**src/shared/act_pkg.sv**
```systemverilog
// Purpose: constants for the network-side activation state machine
// Assumes: 250 MHz clock, 4-bit command/indication channel
// Notes: codes shared by line-termination and network-termination modes
package act_pkg;
   // =====================================================
   // timing
   localparam int CLK_KHZ = 250000;
   localparam int AWAKE_MS = 4;
   localparam int INFO0_MS = 16;
   localparam int DEACT_MS = 32;
   localparam int ACT_US = 1990;
   localparam int CONT_KHZ = 96;
   localparam int SINGLE_KHZ = 2;
   localparam int AWAKE_CYC = AWAKE_MS * CLK_KHZ;
   localparam int INFO0_CYC = INFO0_MS * CLK_KHZ;
   localparam int DEACT_CYC = DEACT_MS * CLK_KHZ;
   localparam int ACT_CYC = (ACT_US * CLK_KHZ) / 1000;
   localparam int CONT_CYC = CLK_KHZ / CONT_KHZ;
   localparam int SINGLE_CYC = CLK_KHZ / SINGLE_KHZ;
   // =====================================================
   // downstream commands
   localparam logic [3:0] DEACTIVATE_REQUEST_CMD = 4'h0;
   localparam logic [3:0] CONTINUOUS_PULSE_CMD = 4'h1;
   localparam logic [3:0] SINGLE_PULSE_CMD = 4'h2;
   localparam logic [3:0] RESYNC_DOWN_CMD = 4'h4;
   localparam logic [3:0] ACTIVATE_REQUEST_DOWN_CMD = 4'h8;
   localparam logic [3:0] LOOP_ACTIVATE_REQUEST_CMD = 4'hA;
   localparam logic [3:0] SWITCH_THROUGH_CMD = 4'hC;
   localparam logic [3:0] SWITCH_THROUGH_LOOP_CMD = 4'hE;
   localparam logic [3:0] DEACTIVATION_ACK_CMD = 4'hF;
   // =====================================================
   // upstream indications
   localparam logic [3:0] CLOCKS_REQUIRED_IND = 4'h0;
   localparam logic [3:0] SIGNAL_LOST_IND = 4'h1;
   localparam logic [3:0] UPSTREAM_UNSYNC_IND = 4'h4;
   localparam logic [3:0] ERROR_IND = 4'h6;
   localparam logic [3:0] ACTIVATE_REQUEST_UP_IND = 4'h8;
   localparam logic [3:0] ACTIVATED_UP_IND = 4'hC;
   localparam logic [3:0] DEACTIVATED_UP_IND = 4'hF;
   // =====================================================
   // line signal selection
   typedef enum logic [2:0] {
      TX_INFO0 = 3'h0,
      TX_INFO2 = 3'h1,
      TX_INFO4 = 3'h2,
      TX_CONT = 3'h3,
      TX_SINGLE = 3'h4
   } tx_sel_t;
   // alternating pulse polarity codes on tx_pulse
   localparam logic [1:0] PULSE_NONE = 2'h0;
   localparam logic [1:0] PULSE_POS = 2'h1;
   localparam logic [1:0] PULSE_NEG = 2'h2;
endpackage : act_pkg

```
**src/rtl/network_side_activation_fsm.sv**
```systemverilog
// Purpose: layer-1 activation/deactivation for the network side of an S/T transceiver
// Assumes: receiver status flags are synchronous to clk; commands arrive once per frame
// Notes:
`timescale 1ns/1ps
module network_side_activation_fsm #(
   parameter int AWAKE_CYC = act_pkg::AWAKE_CYC,
   parameter int INFO0_CYC = act_pkg::INFO0_CYC,
   parameter int DEACT_CYC = act_pkg::DEACT_CYC,
   parameter int ACT_CYC = act_pkg::ACT_CYC,
   parameter int SINGLE_CYC = act_pkg::SINGLE_CYC
) (
   input wire logic clk,
   input wire logic rst_n,
   input wire logic nt_mode,
   input wire logic frame_strobe,
   input wire logic [3:0] cmd_code,
   input wire logic rx_signal,
   input wire logic rx_info0,
   input wire logic rx_info1,
   input wire logic rx_info3,
   input wire logic rx_sync,
   output logic [3:0] ind_code,
   output act_pkg::tx_sel_t tx_sel,
   output logic [1:0] tx_pulse,
   output logic loop2_closed,
   output logic transparent
);
   // =====================================================
   // states
   typedef enum logic [10:0] {
      S_RESET = 11'h001,
      S_DEACT = 11'h002,
      S_INFO1 = 11'h004,
      S_AWAKE = 11'h008,
      S_PEND_ACT = 11'h010,
      S_SYNC = 11'h020,
      S_ACTIVE = 11'h040,
      S_PEND_DEACT = 11'h080,
      S_UNACK = 11'h100,
      S_TEST = 11'h200,
      S_RESYNC = 11'h400
   } state_t;

   // 24 bits hold the 32 ms count at 250 MHz; a clock above 524 MHz needs a wider timer
   localparam int TW = 24;

   state_t state_reg, state_next;
   logic [3:0] cmd_prev_reg;
   logic [3:0] cmd_reg;
   logic cmd_valid_reg;
   logic [TW-1:0] timer_reg, timer_next;
   logic [TW-1:0] info0_cnt_reg;
   logic [TW-1:0] pulse_cnt_reg;
   logic single_reg;
   logic loop_reg, loop_next;
   logic pol_reg;
   logic [3:0] ind_reg, ind_next;
   logic [2:0] sel_reg, sel_next;
   logic trans_reg, trans_next;

   // =====================================================
   // command filter: a new code counts once it repeats in the next frame
   wire cmd_same = frame_strobe && (cmd_code == cmd_prev_reg);
   wire cmd_new = cmd_same && (!cmd_valid_reg || cmd_code != cmd_reg);
   wire is_dr = cmd_new && cmd_code == act_pkg::DEACTIVATE_REQUEST_CMD;
   wire is_cont = cmd_new && !nt_mode && cmd_code == act_pkg::CONTINUOUS_PULSE_CMD;
   wire is_single = cmd_new && cmd_code == act_pkg::SINGLE_PULSE_CMD;
   wire is_resync = cmd_new && nt_mode && cmd_code == act_pkg::RESYNC_DOWN_CMD;
   wire is_ard = cmd_new && cmd_code == act_pkg::ACTIVATE_REQUEST_DOWN_CMD;
   wire is_arl = cmd_new && cmd_code == act_pkg::LOOP_ACTIVATE_REQUEST_CMD;
   wire is_aid = cmd_new && nt_mode && cmd_code == act_pkg::SWITCH_THROUGH_CMD;
   wire is_ail = cmd_new && nt_mode && cmd_code == act_pkg::SWITCH_THROUGH_LOOP_CMD;
   wire is_ack = cmd_new && cmd_code == act_pkg::DEACTIVATION_ACK_CMD;
   // the pattern follows the command itself, so single pulses never start at the fast rate
   wire single_sel = is_single || (single_reg && !is_cont);

   wire [TW-1:0] info0_lim = TW'(INFO0_CYC);
   wire info0_done = info0_cnt_reg >= info0_lim;
   // one down counter serves both the awake wait and the deactivation timeout
   wire timer_zero = timer_reg == '0;

   always_ff @(posedge clk or negedge rst_n) begin
      if (!rst_n) begin
         // both start at the acknowledge code, so the first frame after reset already counts
         cmd_prev_reg <= 4'hF;
         cmd_reg <= 4'hF;
         cmd_valid_reg <= 1'b0;
      end else if (frame_strobe) begin
         cmd_prev_reg <= cmd_code;
         if (cmd_same) begin
            cmd_reg <= cmd_code;
            cmd_valid_reg <= 1'b1;
         end
      end
   end

   // =====================================================
   // next state
   always_comb begin
      state_next = state_reg;
      timer_next = timer_zero ? '0 : timer_reg - 1'b1;
      loop_next = loop_reg;
      if (is_cont) begin
         state_next = S_TEST;
         loop_next = 1'b0;
      end else if (is_single) begin
         state_next = S_TEST;
         loop_next = 1'b0;
      end else if (is_resync) begin
         state_next = S_RESYNC;
         // loop 2 opens here so a later acknowledge never leaves it closed while idle
         loop_next = 1'b0;
      end else if (is_dr && state_reg != S_UNACK && state_reg != S_PEND_DEACT) begin
         state_next = S_PEND_DEACT;
         timer_next = TW'(DEACT_CYC);
         loop_next = 1'b0;
      end else begin
         case (state_reg)
            S_RESET: begin
               if (is_ack) state_next = S_DEACT;
            end
            S_DEACT: begin
               // lt mode stays silent here until line or command wakes it
               // network side: a command sends info2 at once, a line wake-up shows clocks-required
               if (is_ard || is_arl) begin
                  state_next = nt_mode ? S_PEND_ACT : S_AWAKE;
                  timer_next = TW'(AWAKE_CYC);
                  loop_next = is_arl;
               end else if (rx_info1) begin
                  state_next = S_AWAKE;
                  timer_next = TW'(AWAKE_CYC);
               end
            end
            S_INFO1: begin
               if (is_ard || is_arl) begin
                  state_next = S_PEND_ACT;
                  loop_next = is_arl;
               end
            end
            S_AWAKE: begin
               // info3 supervision is left to the controller
               // network side then waits in the info1 state for the downstream activate command
               if (timer_zero) state_next = nt_mode ? S_INFO1 : S_PEND_ACT;
            end
            S_PEND_ACT: begin
               if (rx_info3) begin
                  state_next = nt_mode ? S_SYNC : S_ACTIVE;
                  timer_next = TW'(ACT_CYC);
               end
            end
            S_SYNC: begin
               if (is_aid || is_ail) begin
                  state_next = S_ACTIVE;
                  loop_next = is_ail;
               end
            end
            S_ACTIVE: begin
               if (!rx_sync) state_next = S_PEND_ACT;
            end
            S_PEND_DEACT: begin
               if (info0_done || timer_zero) state_next = S_UNACK;
            end
            S_UNACK: begin
               if (is_ack) state_next = S_DEACT;
            end
            S_TEST, S_RESYNC: begin
               if (is_ack) state_next = S_DEACT;
               else if (is_ard || is_arl) begin
                  state_next = S_PEND_ACT;
                  loop_next = is_arl;
               end
            end
            default: state_next = S_RESET;
         endcase
      end
   end

   // =====================================================
   // outputs
   always_comb begin
      ind_next = act_pkg::DEACTIVATED_UP_IND;
      sel_next = act_pkg::TX_INFO0;
      trans_next = 1'b0;
      // outputs follow state_next and are registered, so nothing glitches at a strobe
      case (state_next)
         S_RESET: ind_next = nt_mode ? act_pkg::ERROR_IND : act_pkg::DEACTIVATED_UP_IND;
         S_DEACT: ind_next = act_pkg::DEACTIVATED_UP_IND;
         S_INFO1: ind_next = act_pkg::ACTIVATE_REQUEST_UP_IND;
         S_AWAKE: begin
            ind_next = nt_mode ? act_pkg::CLOCKS_REQUIRED_IND
                               : act_pkg::ACTIVATE_REQUEST_UP_IND;
         end
         S_PEND_ACT: begin
            sel_next = act_pkg::TX_INFO2;
            ind_next = rx_signal ? act_pkg::UPSTREAM_UNSYNC_IND : act_pkg::SIGNAL_LOST_IND;
         end
         S_SYNC: begin
            sel_next = act_pkg::TX_INFO2;
            ind_next = act_pkg::ACTIVATED_UP_IND;
         end
         S_ACTIVE: begin
            sel_next = act_pkg::TX_INFO4;
            trans_next = 1'b1;
            ind_next = act_pkg::ACTIVATED_UP_IND;
         end
         // the last indication stands until the deactivation completes
         S_PEND_DEACT: ind_next = ind_reg;
         S_UNACK: ind_next = act_pkg::DEACTIVATED_UP_IND;
         S_TEST: begin
            sel_next = single_sel ? act_pkg::TX_SINGLE : act_pkg::TX_CONT;
            ind_next = rx_signal ? act_pkg::UPSTREAM_UNSYNC_IND : act_pkg::SIGNAL_LOST_IND;
         end
         S_RESYNC: begin
            sel_next = act_pkg::TX_CONT;
            ind_next = ind_reg;
         end
         default: ind_next = act_pkg::DEACTIVATED_UP_IND;
      endcase
   end

   // =====================================================
   // state and timers
   always_ff @(posedge clk or negedge rst_n) begin
      if (!rst_n) begin
         state_reg <= S_RESET;
         timer_reg <= '0;
         loop_reg <= 1'b0;
         // reset shows the error code; in nt mode it stays until the acknowledge leaves the reset state
         ind_reg <= act_pkg::ERROR_IND;
         sel_reg <= act_pkg::TX_INFO0;
         trans_reg <= 1'b0;
         single_reg <= 1'b0;
      end else begin
         state_reg <= state_next;
         timer_reg <= timer_next;
         loop_reg <= loop_next;
         ind_reg <= ind_next;
         sel_reg <= sel_next;
         trans_reg <= trans_next;
         if (is_cont) single_reg <= 1'b0;
         else if (is_single) single_reg <= 1'b1;
      end
   end

   // info0 flywheel counts only while deactivation is pending
   // any gap in info0 restarts the flywheel
   always_ff @(posedge clk or negedge rst_n) begin
      if (!rst_n) info0_cnt_reg <= '0;
      else if (state_reg != S_PEND_DEACT || !rx_info0) info0_cnt_reg <= '0;
      else if (!info0_done) info0_cnt_reg <= info0_cnt_reg + 1'b1;
   end

   // =====================================================
   // test pulse generator: alternating marks at the selected rate
   // driven from the next selection so a mark never outlives its test mode
   // polarity is kept across mode changes so marks keep alternating on the line
   wire [TW-1:0] pulse_period = (sel_next == act_pkg::TX_SINGLE) ?
      TW'(SINGLE_CYC) : TW'(act_pkg::CONT_CYC);
   wire pulse_tick = pulse_cnt_reg >= pulse_period - 1'b1;
   wire pulsing = sel_next == act_pkg::TX_CONT || sel_next == act_pkg::TX_SINGLE;

   always_ff @(posedge clk or negedge rst_n) begin
      if (!rst_n) begin
         pulse_cnt_reg <= '0;
         pol_reg <= 1'b0;
         tx_pulse <= act_pkg::PULSE_NONE;
      end else if (!pulsing) begin
         pulse_cnt_reg <= '0;
         tx_pulse <= act_pkg::PULSE_NONE;
      end else if (pulse_tick) begin
         pulse_cnt_reg <= '0;
         pol_reg <= !pol_reg;
         tx_pulse <= pol_reg ? act_pkg::PULSE_NEG : act_pkg::PULSE_POS;
      end else begin
         pulse_cnt_reg <= pulse_cnt_reg + 1'b1;
         tx_pulse <= act_pkg::PULSE_NONE;
      end
   end

   assign ind_code = ind_reg;
   assign tx_sel = act_pkg::tx_sel_t'(sel_reg);
   assign loop2_closed = loop_reg;
   assign transparent = trans_reg;
endmodule : network_side_activation_fsm

```
**config.mk**
```make
export PLATFORM = sky130hd
export DESIGN_NAME = network_side_activation_fsm
export DESIGN_NICKNAME = d
export VERILOG_FILES = /design/src/shared/act_pkg.sv /design/src/rtl/network_side_activation_fsm.sv
export SDC_FILE = /design/constraint.sdc
export NUM_CORES = 1
export LEC_CHECK = 0
export BUFFER_PORTS_ARGS = -buffer_cell sky130_fd_sc_hd__buf_2
export CELL_PAD_IN_SITES_DETAIL_PLACEMENT = 1
export CELL_PAD_IN_SITES_GLOBAL_PLACEMENT = 1
export CORE_MARGIN = 2
export CORE_UTILIZATION = 44
export CTS_CLUSTER_SIZE = 24
export DETAILED_ROUTE_END_ITERATION = 10
export PLACE_DENSITY_LB_ADDON = 0.05
export SLEW_MARGIN = 30
export SYNTH_ARGS = -nofsm -noshare
export SYNTH_HDL_FRONTEND = slang
export SYNTH_SLANG_ARGS = --single-unit
```
**constraint.sdc**
```tcl
create_clock -name clk -period 4.25 [get_ports clk]
set_input_delay 0.6375 -clock clk [delete_from_list [all_inputs] [get_ports clk]]
set_output_delay 0.6375 -clock clk [all_outputs]
set_load 0.01 [all_outputs]
```
==> run_results.csv <==
group,metric,value,unit
run_status,outcome,"finished clean",
clocking,root_buffer,"clkbuf_16",
power,seqPwrFrac,48.9,%
critical_path,cp_max_fo,6,
sta,final_max_slew_viol_count,0,
grt,gr-total-overflow,0,
synthesis,ys_seq_area_share,44.77,%
drt,vias,5125,
grt,grt_max_degree,84,
power,p_sw,0.0007539,W
placement,port_buffers,23,
sta,fin_crit,4.246,ns
drt,drtPass1Iterations,4,
synthesis,async_reset_ff_share,100.0,%
critical_path,r2r_cells,17,
synthesis,yosysUniqueCellTypes,69,
placement,dp.cells,868,
critical_path,r2r-end,"pulse_cnt_reg[17]",
placement,dp_hpwl,11.90,mm
finish,multi_input_area,3303,sq um
power,ir_worst_vdd,0.2524,mV
critical_path,crit_chain,"or4_4 -> nand4bb_4 -> or2_1 -> a32o_2 -> nor4_4 -> o22ai_2 -> and2_4 -> ha_4 -> a211o_1 -> a21o_1 -> a21o_1 -> a21oi_2 -> nor2b_1 -> o31ai_2 -> nand3_2 -> nand2b_4 -> nor2_4",
critical_path,regToRegStartpoint,"timer_reg[19]",
sta,worst_pin_slew,0.7998,ns
finish,layoutNonFillerInstCount,890,
finish,nets,735,
clocking,cts.sinks,105,
critical_path,cp_num_cells,17,
drt,drc_errors,0,
power,p_per_area,360.5,nW/um^2
floorplanning,coreArea,13190,sq um
sta,period_share,99.90,%
grt,grt_use_total,24.84,%
clocking,cts_tree,"yes",
finish,nFillCells,1524,
sta,setup_ws,0.004400,ns
sta,hold_ws,0.3395,ns
clocking,htree_levels,3,
hold_path,hold_class,"input port to asynchronous set/reset pin",
power,power.internal,0.001776,W
critical_path,crit_buf_inv,0,
floorplanning,die-area,14350,sq um
clocking,cts-buffers-inserted,9,
sta,relSlewSlack,46.55,%
sta,fin_tns_setup,0,ns
synthesis,synth_flop_cell,"dfrtp_1",
finish,area_growth,18.98,%
critical_path,crit_path_end_kind,"flip-flop",
synthesis,ys_seq_elements,105,
clocking,clock_latency,0.35,ns
drt,antenna_left,0,
synthesis,syn_inst,639,
critical_path,critPathKind,"flip-flop to flip-flop",
power,p_comb_share,19.9,%
floorplanning,rows,42,
sta,setup-violations-final,0,
finish,seq_area,2641,sq um
finish,final_core_util,53.22,%
sta,skew,0.007895,ns
critical_path,r2r_slack,0.004,ns
floorplanning,start_util,44.73,%
finish,antennaDiodeCount,0,
critical_path,slowest_stage,"or4_4",
clocking,clockBufferDepth,2,
power,power.leakage,2.990,nW
grt,antenna_found_initial,0,
critical_path,worstPathArrival,4.53,ns
synthesis,syn_area,5899,sq um
critical_path,startpoint_type,"flip-flop",
critical_path,crit_top_cell,"a21o_1",
critical_path,slowest_delay,0.54,ns
power,p_sw_share,29.79,%
drt,via_per_inst,5.758,
sta,rsz0062_at_grt,"true",
floorplanning,ios,24,
clocking,path_clk_slew,0.07,ns
placement,gp_routability_congestion,0.8766,
sta,hold_violations,0,
drt,drt_iter0_drc,356,
critical_path,crit_family,"simple AND/OR/NAND/NOR gates",
run,maxCapViolCount,0,
drt,routed_wl,16.71,mm
sta,fmax,235.5,MHz
synthesis,yosysWarnings,0,
grt,grt_pass1_wl,28.21,mm
power,clkPwrFrac,31.2,%
grt,grt_pass1_vias,5416,
placement,dpl_worst_slack,-0.2071,ns
floorplanning,die_w,119.8,um
floorplanning,die_y,119.8,um
synthesis,synth_edf_count,0,
drt,wl_per_cell,18.77,um
critical_path,required,4.53,ns
finish,layout-drive-gt1-share,21.01,%
synthesis,syn_avg_cell_area,9.232,sq um
-- stage by stage --
step	cell area [sq um]	total power (W)
after floorplan	5967	0.001527
after global placement	6558	0.001703
after detailed placement	6561	0.001731
after CTS	6915	0.002545
after global routing	7019	0.002671
final	7019	0.002530
-- cells in the mapped netlist, types with 11 or more instances --
cell type   n  area [sq um]
a21oi_1    28         140.1
and3_1     17         106.4
clkbuf_1   18         67.56
dfrtp_1    94          2352
dfstp_2    11         289.0
ha_1       13         162.7
inv_1      14         52.55
nand2_1    51         191.4
nand3_1    18         90.09
nand4_1    15         93.84
nor2_1     95         356.6
nor3_1     18         90.09
nor4_1     17         106.4
o21ai_0    28         140.1
xnor2_1    27         236.5
xor2_1     35         306.5
-- cells in the final DEF (no fill, tap or decap), drive strengths merged, types with 3 or more instances in the layout --
cell / synthesis / layout
nor2: 95 / 95
dfrtp: 94 / 94
buf: 8 / 77
nand2: 51 / 51
xor2: 35 / 35
a21oi: 29 / 29
o21ai: 28 / 28
xnor2: 27 / 27
nor4: 19 / 19
nor3: 18 / 18
nand3: 18 / 18
and3: 17 / 17
nand4: 15 / 15
inv: 14 / 14
ha: 13 / 13
clkbuf: 18 / 12
dfstp: 11 / 11
nand2b: 8 / 11
or4: 10 / 10
o21a: 8 / 8
and2: 7 / 7
o31ai: 7 / 7
a31oi: 6 / 6
conb: 1 / 6
or3: 5 / 5
and4: 5 / 5
nor2b: 5 / 5
nor3b: 5 / 5
mux2: 5 / 5
nor4b: 4 / 4
o211ai: 4 / 4
a21o: 4 / 4
mux2i: 3 / 3
a21boi: 3 / 3
or2: 3 / 3
-- kinds of logic (layout without fill, tap and decap cells) --
family	count (synthesis)	in the layout	share of synthesized area [%]
flip-flops	105	105	44.77
AO/OA/AOI/OAI	117	117	13.13
adder cells (fa/ha/maj)	13	13	2.757
XOR/XNOR	62	62	9.205
AND/OR/NAND/NOR	293	296	25.79
buffers and inverters	40	107	2.821
multiplexers	8	8	1.463
other	1	6	0.06357
-- area by class of cell --
| type | count | area share [%] |
|---|---|---|
| flip-flops and latches | 105 | 37.63 |
| clock buffers | 12 | 3.512 |
| multi-input cells | 502 | 47.06 |
| clock inverters | 4 | 0.4100 |
| inverters | 14 | 0.7487 |
| repair buffers | 77 | 7.504 |
| well taps | 176 | 3.137 |
-- worst max-delay path by stage --
stage / start / endpoint / slack, ns
2_1_floorplan: timer_reg[17] / pulse_cnt_reg[0] / -0.09
3_3_place_gp: timer_reg[19] / pulse_cnt_reg[8] / 0.03
3_5_place_dp: timer_reg[19] / pulse_cnt_reg[15] / -0.21
4_1_cts: timer_reg[19] / pulse_cnt_reg[7] / 0.008
5_1_grt: state_reg[1] / pulse_cnt_reg[13] / -0.23
6_report: timer_reg[19] / pulse_cnt_reg[17] / 0.004
-- worst reg2reg max path: stages (launching register included) --
cell	delay, ns
dfrtp_1	0.40
or4_4	0.54
nand4bb_4	0.23
or2_1	0.27
a32o_2	0.29
nor4_4	0.31
o22ai_2	0.16
and2_4	0.20
ha_4	0.21
a211o_1	0.25
a21o_1	0.16
a21o_1	0.17
a21oi_2	0.11
nor2b_1	0.06
o31ai_2	0.23
nand3_2	0.17
nand2b_4	0.28
nor2_4	0.13
-- what timing repair did --
action	4_1_cts	5_1_grt
endpoints found under the hold margin	0	0
setup endpoints to repair	20	21
hold buffers	0	0
gates resized for setup	9	27
buffers inserted	2	1
gates cloned	3	0
pin swaps	3	18
-- power groups by stage --
| stage | combinational, W | clock [W] | sequential [W] |
|---|---|---|---|
| after CTS | 0.000496 | 0.000818 | 0.00123 |
| after global routing | 0.000561 | 0.000857 | 0.00125 |
| after floorplan | 0.000297 | 0 | 0.00123 |
| final | 0.000505 | 0.000789 | 0.00124 |
| after global placement | 0.000468 | 0 | 0.00124 |
| after detailed placement | 0.000485 | 0 | 0.00125 |
-- per-layer routing --
| layer | vias to the layer above | GRT usage, % | wire (um) |
|---|---|---|---|
| met5 | - | 0 | 0 |
| met4 | 0 | 6.250 | 229 |
| met3 | 15 | 4.468 | 407 |
| met2 | 66 | 42.04 | 8342 |
| met1 | 2629 | 33.06 | 7727 |
| li1 | 2415 | - | - |
Power figures use the tool's default switching activity.
